**src/trace_rec_pkg.sv**
```systemverilog
package trace_rec_pkg;
  localparam int N_CH = 4;
  localparam int CH_W = 2;
  localparam int SAMPLE_W = 16;
  localparam int N_SIG = 16;
  localparam int SEL_W = 4;
  localparam int CNT_W = 8;
  localparam int MAX_SAMPLES = 250;
  localparam int FIFO_DEPTH = 8;
  localparam int TICK_MS = 4;
  localparam int MAX_INTERVAL_MS = 60000;
  localparam int MAX_TICKS = MAX_INTERVAL_MS / TICK_MS;
  localparam int IVL_W = 14;
  localparam int DITHER_SHIFT = 4;
  localparam int ADDR_W = 8;
  localparam int DATA_W = 32;
  localparam int STRB_W = 4;

  localparam logic [ADDR_W-1:0] A_CTRL = 8'h00;
  localparam logic [ADDR_W-1:0] A_CHEN = 8'h04;
  localparam logic [ADDR_W-1:0] A_SEL = 8'h08;
  localparam logic [ADDR_W-1:0] A_TRIG = 8'h0c;
  localparam logic [ADDR_W-1:0] A_IVL = 8'h10;
  localparam logic [ADDR_W-1:0] A_STAT = 8'h14;
  localparam logic [ADDR_W-1:0] A_SCALE0 = 8'h20;
  localparam logic [ADDR_W-1:0] A_SCALE_STEP = 8'h04;

  localparam int CTRL_NEW = 0;
  localparam int CTRL_START = 1;
  localparam int CTRL_STOP = 2;
  localparam int CTRL_ONLINE = 3;
  localparam int TRIG_LVL_LSB = 0;
  localparam int TRIG_CH_LSB = 16;
  localparam int TRIG_RISE = 18;
  localparam int TRIG_W = 19;
  localparam int STAT_CNT_LSB = 0;
  localparam int STAT_ST_LSB = 8;

  localparam logic [N_CH-1:0] CHEN_RST = 4'h1;
  localparam logic [N_CH*SEL_W-1:0] SEL_RST = 16'h3210;
  localparam logic [TRIG_W-1:0] TRIG_RST = 19'h40000;
  localparam logic [IVL_W-1:0] IVL_RST = 14'h0001;
  localparam logic [DATA_W-1:0] SCALE_RST = 32'h00010000;
  localparam logic [SEL_W-1:0] SOL_A_SEL = 4'he;
  localparam logic [SEL_W-1:0] SOL_B_SEL = 4'hf;

  localparam logic [1:0] RESP_OKAY = 2'h0;
  localparam logic [1:0] RESP_SLVERR = 2'h2;

  typedef enum logic [1:0] {ST_IDLE, ST_ARMED, ST_RUN, ST_FULL} rec_state_e;
endpackage

```
**src/signal_trace_recorder.sv**
```systemverilog
// The AXI4-Lite slave port and the register addresses were chosen for this implementation.
`timescale 1ns/1ps
module signal_trace_recorder
  import trace_rec_pkg::*;
#(
  parameter int MAX_SMP = trace_rec_pkg::MAX_SAMPLES,
  parameter int DEPTH = trace_rec_pkg::FIFO_DEPTH
) (
  // Clock and reset
  input wire logic i_clk,
  input wire logic i_rst_n,
  // AXI4-Lite write
  input wire logic i_awvalid,
  output logic o_awready,
  input wire logic [trace_rec_pkg::ADDR_W-1:0] i_awaddr,
  input wire logic [2:0] i_awprot,
  input wire logic i_wvalid,
  output logic o_wready,
  input wire logic [trace_rec_pkg::DATA_W-1:0] i_wdata,
  input wire logic [trace_rec_pkg::STRB_W-1:0] i_wstrb,
  output logic o_bvalid,
  input wire logic i_bready,
  output logic [1:0] o_bresp,
  // AXI4-Lite read
  input wire logic i_arvalid,
  output logic o_arready,
  input wire logic [trace_rec_pkg::ADDR_W-1:0] i_araddr,
  input wire logic [2:0] i_arprot,
  output logic o_rvalid,
  input wire logic i_rready,
  output logic [trace_rec_pkg::DATA_W-1:0] o_rdata,
  output logic [1:0] o_rresp,
  // Card signals
  input wire logic i_online,
  input wire logic i_tick_4ms,
  input wire logic i_dither_smp,
  input wire logic [trace_rec_pkg::N_SIG*trace_rec_pkg::SAMPLE_W-1:0] i_sig,
  // Sample stream to service link
  output logic o_st_valid,
  input wire logic i_st_ready,
  output logic [trace_rec_pkg::CH_W+trace_rec_pkg::SAMPLE_W-1:0] o_st_data,
  // Nonvolatile parameter store
  output logic o_nv_we,
  output logic [trace_rec_pkg::ADDR_W-1:0] o_nv_addr,
  output logic [trace_rec_pkg::DATA_W-1:0] o_nv_data
);
  import trace_rec_pkg::*;

  localparam int DW = CH_W + SAMPLE_W;
  localparam logic [IVL_W-1:0] IVL_ONE = 14'h0001;
  localparam logic [IVL_W-1:0] IVL_MAX = IVL_W'(MAX_TICKS);
  localparam logic [CNT_W-1:0] CNT_MAX = CNT_W'(MAX_SMP);

  function automatic logic [DATA_W-1:0] merge(input logic [DATA_W-1:0] o,
      input logic [DATA_W-1:0] n, input logic [STRB_W-1:0] s);
    logic [DATA_W-1:0] r;
    r = o;
    for (int b = 0; b < STRB_W; b++) begin
      if (s[b]) begin
        r[b*8 +: 8] = n[b*8 +: 8];
      end
    end
    return r;
  endfunction

  logic rst_q1;
  logic rst_n;
  always_ff @(posedge i_clk or negedge i_rst_n) begin
    if (!i_rst_n) begin
      rst_q1 <= 1'b0;
      rst_n <= 1'b0;
    end else begin
      rst_q1 <= 1'b1;
      rst_n <= rst_q1;
    end
  end

  rec_state_e state_q;
  logic [CNT_W-1:0] count_q;
  logic [N_CH-1:0] chen_q;
  logic [N_CH*SEL_W-1:0] sel_q;
  logic [TRIG_W-1:0] trig_q;
  logic [IVL_W-1:0] ivl_q;
  logic [DATA_W-1:0] scale_q [N_CH];

  // Write channel capture
  logic aw_hold_q;
  logic w_hold_q;
  logic [ADDR_W-1:0] awaddr_q;
  logic [DATA_W-1:0] wdata_q;
  logic [STRB_W-1:0] wstrb_q;
  logic bvalid_q;
  logic [1:0] bresp_q;
  logic wr_fire;
  logic wr_ok;
  logic [DATA_W-1:0] wv;
  logic cfg_wr;
  logic cmd_new;
  logic cmd_start;
  logic cmd_stop;
  logic clr_all;
  logic go;

  assign o_awready = !aw_hold_q;
  assign o_wready = !w_hold_q;
  assign o_bvalid = bvalid_q;
  assign o_bresp = bresp_q;
  assign wr_fire = aw_hold_q && w_hold_q && !bvalid_q;

  always_ff @(posedge i_clk or negedge rst_n) begin
    if (!rst_n) begin
      aw_hold_q <= 1'b0;
      w_hold_q <= 1'b0;
      awaddr_q <= '0;
      wdata_q <= '0;
      wstrb_q <= '0;
      bvalid_q <= 1'b0;
      bresp_q <= RESP_OKAY;
    end else begin
      if (i_awvalid && !aw_hold_q) begin
        aw_hold_q <= 1'b1;
        awaddr_q <= i_awaddr;
      end else if (wr_fire) begin
        aw_hold_q <= 1'b0;
      end
      if (i_wvalid && !w_hold_q) begin
        w_hold_q <= 1'b1;
        wdata_q <= i_wdata;
        wstrb_q <= i_wstrb;
      end else if (wr_fire) begin
        w_hold_q <= 1'b0;
      end
      if (wr_fire) begin
        bvalid_q <= 1'b1;
        bresp_q <= wr_ok ? RESP_OKAY : RESP_SLVERR;
      end else if (i_bready) begin
        bvalid_q <= 1'b0;
      end
    end
  end

  // Write decode; bad interval values are refused
  always_comb begin
    wr_ok = 1'b1;
    wv = merge('0, wdata_q, wstrb_q);
    if (awaddr_q == A_CTRL) begin
      wv = merge('0, wdata_q, wstrb_q);
    end else if (awaddr_q == A_CHEN) begin
      wv = merge(DATA_W'(chen_q), wdata_q, wstrb_q);
    end else if (awaddr_q == A_SEL) begin
      wv = merge(DATA_W'(sel_q), wdata_q, wstrb_q);
    end else if (awaddr_q == A_TRIG) begin
      wv = merge(DATA_W'(trig_q), wdata_q, wstrb_q);
    end else if (awaddr_q == A_IVL) begin
      wv = merge(DATA_W'(ivl_q), wdata_q, wstrb_q);
      wr_ok = (wv >= DATA_W'(IVL_ONE)) && (wv <= DATA_W'(IVL_MAX));
    end else if (awaddr_q >= A_SCALE0 &&
                 awaddr_q < A_SCALE0 + ADDR_W'(N_CH) * A_SCALE_STEP &&
                 awaddr_q[1:0] == 2'h0) begin
      wv = merge(scale_q[awaddr_q[3:2]], wdata_q, wstrb_q);
    end else begin
      wr_ok = 1'b0;
    end
  end

  // Config edits accepted also offline
  assign cfg_wr = wr_fire && wr_ok && awaddr_q != A_CTRL;
  assign cmd_new = wr_fire && awaddr_q == A_CTRL && wv[CTRL_NEW];
  assign cmd_start = wr_fire && awaddr_q == A_CTRL && wv[CTRL_START];
  assign cmd_stop = wr_fire && awaddr_q == A_CTRL && wv[CTRL_STOP];
  assign clr_all = cmd_new || cfg_wr;
  assign go = i_online && !cmd_stop && !clr_all;

  always_ff @(posedge i_clk or negedge rst_n) begin
    if (!rst_n) begin
      chen_q <= CHEN_RST;
      sel_q <= SEL_RST;
      trig_q <= TRIG_RST;
      ivl_q <= IVL_RST;
      for (int c = 0; c < N_CH; c++) begin
        scale_q[c] <= SCALE_RST;
      end
    end else if (cfg_wr) begin
      if (awaddr_q == A_CHEN) begin
        chen_q <= wv[N_CH-1:0];
      end else if (awaddr_q == A_SEL) begin
        sel_q <= wv[N_CH*SEL_W-1:0];
      end else if (awaddr_q == A_TRIG) begin
        trig_q <= wv[TRIG_W-1:0];
      end else if (awaddr_q == A_IVL) begin
        ivl_q <= wv[IVL_W-1:0];
      end else begin
        scale_q[awaddr_q[3:2]] <= wv;
      end
    end
  end

  // Settings mirrored to the parameter store; samples never go there
  logic nv_we_q;
  logic [ADDR_W-1:0] nv_addr_q;
  logic [DATA_W-1:0] nv_data_q;
  always_ff @(posedge i_clk or negedge rst_n) begin
    if (!rst_n) begin
      nv_we_q <= 1'b0;
      nv_addr_q <= '0;
      nv_data_q <= '0;
    end else begin
      nv_we_q <= cfg_wr;
      if (cfg_wr) begin
        nv_addr_q <= awaddr_q;
        nv_data_q <= wv;
      end
    end
  end
  assign o_nv_we = nv_we_q;
  assign o_nv_addr = nv_addr_q;
  assign o_nv_data = nv_data_q;

  // Solenoid currents averaged per dither period
  localparam int ACC_W = SAMPLE_W + DITHER_SHIFT;
  logic [ACC_W-1:0] acc_q [2];
  logic [SAMPLE_W-1:0] avg_q [2];
  logic [DITHER_SHIFT-1:0] dcnt_q;
  logic [SAMPLE_W-1:0] eff_sig [N_SIG];
  logic [ACC_W-1:0] acc_n [2];

  always_comb begin
    for (int s = 0; s < N_SIG; s++) begin
      eff_sig[s] = i_sig[s*SAMPLE_W +: SAMPLE_W];
    end
    acc_n[0] = acc_q[0] + ACC_W'(eff_sig[SOL_A_SEL]);
    acc_n[1] = acc_q[1] + ACC_W'(eff_sig[SOL_B_SEL]);
    eff_sig[SOL_A_SEL] = avg_q[0];
    eff_sig[SOL_B_SEL] = avg_q[1];
  end

  always_ff @(posedge i_clk or negedge rst_n) begin
    if (!rst_n) begin
      dcnt_q <= '0;
      acc_q[0] <= '0;
      acc_q[1] <= '0;
      avg_q[0] <= '0;
      avg_q[1] <= '0;
    end else if (i_dither_smp) begin
      dcnt_q <= dcnt_q + 1'b1;
      for (int k = 0; k < 2; k++) begin
        if (&dcnt_q) begin
          avg_q[k] <= acc_n[k][ACC_W-1:DITHER_SHIFT];
          acc_q[k] <= '0;
        end else begin
          acc_q[k] <= acc_n[k];
        end
      end
    end
  end

  // Trigger detection
  logic [SAMPLE_W-1:0] trig_val;
  logic above;
  logic above_q;
  logic trig_hit;
  logic strobe;
  logic take;
  logic [IVL_W-1:0] ivl_cnt_q;

  assign trig_val =
    eff_sig[sel_q[trig_q[TRIG_CH_LSB +: CH_W]*SEL_W +: SEL_W]];
  assign above = trig_val >= trig_q[TRIG_LVL_LSB +: SAMPLE_W];
  assign trig_hit = state_q == ST_ARMED && (trig_q[TRIG_RISE] ?
    (above && !above_q) : (!above && above_q));
  assign strobe = state_q == ST_RUN && i_tick_4ms &&
    ivl_cnt_q == ivl_q - IVL_ONE;
  assign take = (trig_hit || strobe) && go;

  always_ff @(posedge i_clk or negedge rst_n) begin
    if (!rst_n) begin
      above_q <= 1'b0;
    end else begin
      above_q <= above;
    end
  end

  always_ff @(posedge i_clk or negedge rst_n) begin
    if (!rst_n) begin
      ivl_cnt_q <= '0;
    end else if (trig_hit) begin
      ivl_cnt_q <= '0;
    end else if (state_q == ST_RUN && i_tick_4ms) begin
      ivl_cnt_q <= strobe ? '0 : ivl_cnt_q + IVL_ONE;
    end
  end

  // Recording state
  always_ff @(posedge i_clk or negedge rst_n) begin
    if (!rst_n) begin
      state_q <= ST_IDLE;
    end else if (clr_all || !i_online || cmd_stop) begin
      state_q <= ST_IDLE;
    end else begin
      case (state_q)
        ST_IDLE: begin
          if (cmd_start && count_q < CNT_MAX) begin
            state_q <= ST_ARMED;
          end
        end
        ST_ARMED: begin
          if (trig_hit) begin
            state_q <= (count_q + 1'b1 == CNT_MAX) ? ST_FULL : ST_RUN;
          end
        end
        ST_RUN: begin
          if (strobe && count_q + 1'b1 == CNT_MAX) begin
            state_q <= ST_FULL;
          end
        end
        default: begin
          state_q <= ST_FULL;
        end
      endcase
    end
  end

  always_ff @(posedge i_clk or negedge rst_n) begin
    if (!rst_n) begin
      count_q <= '0;
    end else if (clr_all) begin
      count_q <= '0;
    end else if (take) begin
      count_q <= count_q + 1'b1;
    end
  end

  // Snapshot and serialise enabled channels
  logic [SAMPLE_W-1:0] snap_q [N_CH];
  logic [N_CH-1:0] pend_q;
  logic [CH_W-1:0] pick;
  logic push_ready;
  logic fifo_valid;

  always_comb begin
    pick = '0;
    for (int c = N_CH - 1; c >= 0; c--) begin
      if (pend_q[c]) begin
        pick = CH_W'(c);
      end
    end
  end

  always_ff @(posedge i_clk or negedge rst_n) begin
    if (!rst_n) begin
      pend_q <= '0;
      for (int c = 0; c < N_CH; c++) begin
        snap_q[c] <= '0;
      end
    end else if (clr_all) begin
      pend_q <= '0;
    end else if (take) begin
      pend_q <= chen_q;
      for (int c = 0; c < N_CH; c++) begin
        snap_q[c] <= eff_sig[sel_q[c*SEL_W +: SEL_W]];
      end
    end else if (|pend_q && push_ready) begin
      pend_q[pick] <= 1'b0;
    end
  end

  trace_fifo #(.WIDTH(DW), .DEPTH(DEPTH)) u_fifo (
    .i_clk(i_clk),
    .i_rst_n(rst_n),
    .i_flush(clr_all),
    .i_valid(|pend_q),
    .o_ready(push_ready),
    .i_data({pick, snap_q[pick]}),
    .o_valid(fifo_valid),
    .i_ready(i_st_ready && state_q != ST_IDLE),
    .o_data(o_st_data)
  );
  // Draining continues when full, halts when idle
  assign o_st_valid = fifo_valid && state_q != ST_IDLE;

  // Read channel
  logic rvalid_q;
  logic [DATA_W-1:0] rdata_q;
  logic [1:0] rresp_q;
  assign o_arready = !rvalid_q;
  assign o_rvalid = rvalid_q;
  assign o_rdata = rdata_q;
  assign o_rresp = rresp_q;

  always_ff @(posedge i_clk or negedge rst_n) begin
    if (!rst_n) begin
      rvalid_q <= 1'b0;
      rdata_q <= '0;
      rresp_q <= RESP_OKAY;
    end else if (i_arvalid && !rvalid_q) begin
      rvalid_q <= 1'b1;
      rresp_q <= RESP_OKAY;
      rdata_q <= '0;
      if (i_araddr == A_CTRL) begin
        rdata_q[CTRL_ONLINE] <= i_online;
      end else if (i_araddr == A_CHEN) begin
        rdata_q <= DATA_W'(chen_q);
      end else if (i_araddr == A_SEL) begin
        rdata_q <= DATA_W'(sel_q);
      end else if (i_araddr == A_TRIG) begin
        rdata_q <= DATA_W'(trig_q);
      end else if (i_araddr == A_IVL) begin
        rdata_q <= DATA_W'(ivl_q);
      end else if (i_araddr == A_STAT) begin
        rdata_q[STAT_CNT_LSB +: CNT_W] <= count_q;
        rdata_q[STAT_ST_LSB +: 2] <= state_q;
      end else if (i_araddr >= A_SCALE0 &&
                   i_araddr < A_SCALE0 + ADDR_W'(N_CH) * A_SCALE_STEP &&
                   i_araddr[1:0] == 2'h0) begin
        rdata_q <= scale_q[i_araddr[3:2]];
      end else begin
        rresp_q <= RESP_SLVERR;
      end
    end else if (i_rready) begin
      rvalid_q <= 1'b0;
    end
  end
endmodule

```
**src/trace_fifo.sv**
```systemverilog
`timescale 1ns/1ps
module trace_fifo #(
  parameter int WIDTH = 18,
  parameter int DEPTH = 8
) (
  // Clock and reset
  input wire logic i_clk,
  input wire logic i_rst_n,
  input wire logic i_flush,
  // Fill side
  input wire logic i_valid,
  output logic o_ready,
  input wire logic [WIDTH-1:0] i_data,
  // Drain side
  output logic o_valid,
  input wire logic i_ready,
  output logic [WIDTH-1:0] o_data
);
  localparam int AW = $clog2(DEPTH);
  logic [WIDTH-1:0] mem_q [DEPTH];
  logic [AW:0] wp_q;
  logic [AW:0] rp_q;
  logic full;
  logic empty;

  assign empty = (wp_q == rp_q);
  assign full = (wp_q[AW] != rp_q[AW]) && (wp_q[AW-1:0] == rp_q[AW-1:0]);
  assign o_ready = !full;
  assign o_valid = !empty;
  assign o_data = mem_q[rp_q[AW-1:0]];

  always_ff @(posedge i_clk or negedge i_rst_n) begin
    if (!i_rst_n) begin
      wp_q <= '0;
      rp_q <= '0;
    end else if (i_flush) begin
      wp_q <= '0;
      rp_q <= '0;
    end else begin
      if (i_valid && !full) begin
        wp_q <= wp_q + 1'b1;
      end
      if (i_ready && !empty) begin
        rp_q <= rp_q + 1'b1;
      end
    end
  end

  always_ff @(posedge i_clk) begin
    if (i_valid && !full) begin
      mem_q[wp_q[AW-1:0]] <= i_data;
    end
  end
endmodule

```
**config.mk**
```make
export PLATFORM = sky130hd
export DESIGN_NAME = signal_trace_recorder
export DESIGN_NICKNAME = d
export VERILOG_FILES = /design/src/trace_rec_pkg.sv /design/src/signal_trace_recorder.sv /design/src/trace_fifo.sv
export SDC_FILE = /design/constraint.sdc
export NUM_CORES = 2
export LEC_CHECK = 0
export BUFFER_PORTS_ARGS = -buffer_cell sky130_fd_sc_hd__buf_4
export CORE_MARGIN = 1
export CORE_UTILIZATION = 60
export DETAILED_ROUTE_END_ITERATION = 16
export PLACE_DENSITY = 0.79
export SETUP_SLACK_MARGIN = 0.02
export SYNTH_ARGS = -nofsm -noshare
export SYNTH_HDL_FRONTEND = slang
export SYNTH_SLANG_ARGS = --single-unit
export TNS_END_PERCENT = 5
```
**constraint.sdc**
```tcl
create_clock -name i_clk -period 16.2 [get_ports i_clk]
set_input_delay 2.43 -clock i_clk [delete_from_list [all_inputs] [get_ports i_clk]]
set_output_delay 2.43 -clock i_clk [all_outputs]
set_load 0.05 [all_outputs]
```
==> reports/qor.txt <==
Initial Utilization - 61.1%
Die Y - 259 um
Max Clk Rate - 136 MHz
Skew-Pair Late Insertion Delay - 640 ps
most frequent CP cell - buf_4
CTS root buffer - clkbuf_16
Final Hold Fails - 0
CP Data Required Time - 16,690 ps
CTS Buf Count - 68
Max-slew headroom - 2.93%
CTS tree - done
fin crit share - 45.4%
core area - 64,800 um^2
Post-DRT Antenna Nets - 0
Longest Clk Path Bufs - 3
register area share after synthesis - 41.5%
setup ws final - 8850 ps
FP Rows - 93
Hold WS - 347 ps
Area growth, synth to finish - 15.3%
post-CTS sizing - 0
number of detailed-route iterations in the first pass - 9
RSZ-0062 raised after global routing - false
# IOs - 426
Post-Synthesis Cells - 3,130
final setup fails - 0
Post-layout nets - 3,794
layout cells sized above 1 - 36.4%
H-tree depth - 3
Yosys Warn Count - 0
Non-Filler Instances - 4,361
Crit Path Class - flop to flop
Via density - 7.14
Tightest Hold Check Type - flop to flop
crit end category - flop
Hold Buf Count CTS - 0
Worst EP arrival - 7840 ps
CP peak stage delay - 810 ps
Worst-path clk slew - 60 ps
crit path max fanout - 68
Routed wire per std cell - 29.3 um
DR iter-0 viols - 4,144
Fin Clk Skew - 49.3 ps
vias in the first global route - 30,700
run status - finished, final reports clean
total wire length - 128,000 um
setup repair bufs after CTS - 0
Slew @ Worst Pin - 1440 ps
Mapped Avg Cell Area - 12.7 um^2
dpl cells - 4,195
clk sinks - 627
minimum clock period - 7350 ps
Final Wtd Congestion - 0.996
setup tns final - 0 ps
DRC - 0
pre-CTS WS - 8960 ps
first-pass GRT wire length - 191,000 um
vias after detailed routing - 31,200
Max rail drop VDD - 0.107 mV
Slowest-stage cell, CP - buf_4
GRT overflow - 0
IO Port Bufs - 417
DP HPWL - 86,500 um
fin. max-slew vios - 0
pwr dens - 119 nW/um^2
GR Util All Layers - 38.1%
leakage - 17.8 nW
Synth Flop Type - dfrtp_1
antenna violations before repair - 67
mapped cell area - 39,600 um^2
crit path cell chain - buf_4 > mux4_2 > buf_4 > mux4_2 > nor2b_1 > a211oi_1 > a21oi_1 > ha_1 > nand4_1 > nor2_1 > o211ai_1 > o21ai_0 > a21oi_1 > buf_4 > a211oi_4 > buf_4 > mux2_2
max-cap violations - 0
Die Width - 259 um
die footprint - 67,100 um^2
Post-synth EDFFs - 144
r2r setup slk - 8850 ps
pin count of the biggest net entering global routing - 175
Synth cell types - 85
startpoint types - flop
Async S/R FF share, synth - 77.0%
synthesized flop and latch total - 627
==> placed cells by master, fill, tap and decap left out, types with 25 or more instances in the layout <==
master	n
inv_1	53
a21oi_1	84
diode_2	40
nor3_1	27
nor2_1	94
a22oi_1	39
nand3_1	36
xor2_1	36
xnor2_1	25
a211oi_1	35
mux2i_1	67
o2bb2ai_1	26
buf_4	474
nand2_1	386
o21ai_0	346
mux4_2	487
dfrtp_1	464
clkbuf_16	68
ha_1	55
edfxtp_1	144
mux2_2	120
==> sequential cells by signal, indices dropped and copies added, names as in the netlist, 8 cells and up <==
| name | cells |
|---|---|
| u_fifo.mem_q | 144 |
| scale_q | 128 |
| snap_q | 64 |
| acc_q | 40 |
| avg_q | 32 |
| o_nv_data | 32 |
| o_rdata | 32 |
| wdata_q | 32 |
| trig_q | 19 |
| sel_q | 16 |
| ivl_cnt_q | 14 |
| ivl_q | 14 |
| awaddr_q | 8 |
| count_q | 8 |
| o_nv_addr | 8 |
==> stage by stage <==
step | power (mW) | utilization [%] | cell area [um^2]
finish | 5.46 | 70.5 | 45700
CTS | 5.44 | 70.3 | 45600
floorplan | 3.33 | - | 39600
detailed placement | 3.89 | 66.9 | 43400
global route | 5.69 | 70.5 | 45700
global placement | 3.80 | 66.9 | 43400
==> critical path: cells and delay by family, from the launching register on <==
kind                       cells  cell delay (ps)
and+or+nand+nor                3              440
DFF                            1              520
buffers and inverters          4             2660
adders and majority gates      1              400
AOI/OAI and AO/OA              6             1720
muxes                          3             1270
==> final timing paths <==
check	depth (start not counted)	from	end
worst max-delay path	17	sel_q[13]	snap_q[21]
worst min-delay path	0	rst_q1	rst_n
worst max register to register	17	sel_q[13]	snap_q[21]
worst min register to register	0	rst_q1	rst_n
max in group asynchronous	2	rst_n	u_fifo.rp_q[0]
min in group asynchronous	0	rst_n	o_rdata[19]
==> layer usage <==
metal  part of all wire (%)  global-route usage [%]
met4                    5.8                    19.3
met3                     13                    14.2
met5                   0.39                    1.35
met1                     35                    50.6
met2                     45                    55.0
==> layout make-up <==
class,instances,area (um^2)
Sequential cell,627,16400
Antenna cell,40,100
Timing Repair Buffer,476,3600
Clock buffer,95,1890
Clock inverter,29,328
Inverter,54,203
Fill cell,4374,19100
Multi-Input combinational cell,2185,22000
Tap cell,855,1070
==> cell families after synthesis <==
logic type,after synthesis,share of synthesized area [%]
compound gates,676,10.6
xor+xnor,61,1.35
fa+ha+maj,57,1.84
buf+inv,319,3.15
flops,627,41.5
mux,694,33.6
other cells,2,0.0190
simple gates,694,8.03
==> cell usage after synthesis, drive strengths merged, types with 37 or more instances <==
cell type | instances | area, um^2
clkbuf | 198 | 743
buf | 67 | 304
nor2 | 96 | 363
nand3 | 37 | 190
edfxtp | 144 | 4320
a21oi | 84 | 420
inv | 53 | 199
mux4 | 488 | 11000
ha | 55 | 688
mux2i | 67 | 671
o21ai | 350 | 1760
dfrtp | 472 | 11800
nand2 | 388 | 1460
mux2 | 139 | 1640
a22oi | 39 | 293
==> power by group <==
part | internal (mW) | switching (mW) | total [mW]
clock | 0.864 | 0.679 | 1.54
sequential | 1.91 | 0.375 | 2.29
combinational | 0.707 | 0.922 | 1.63
total | 3.48 | 1.98 | 5.46
Power figures use the tool's default switching activity.
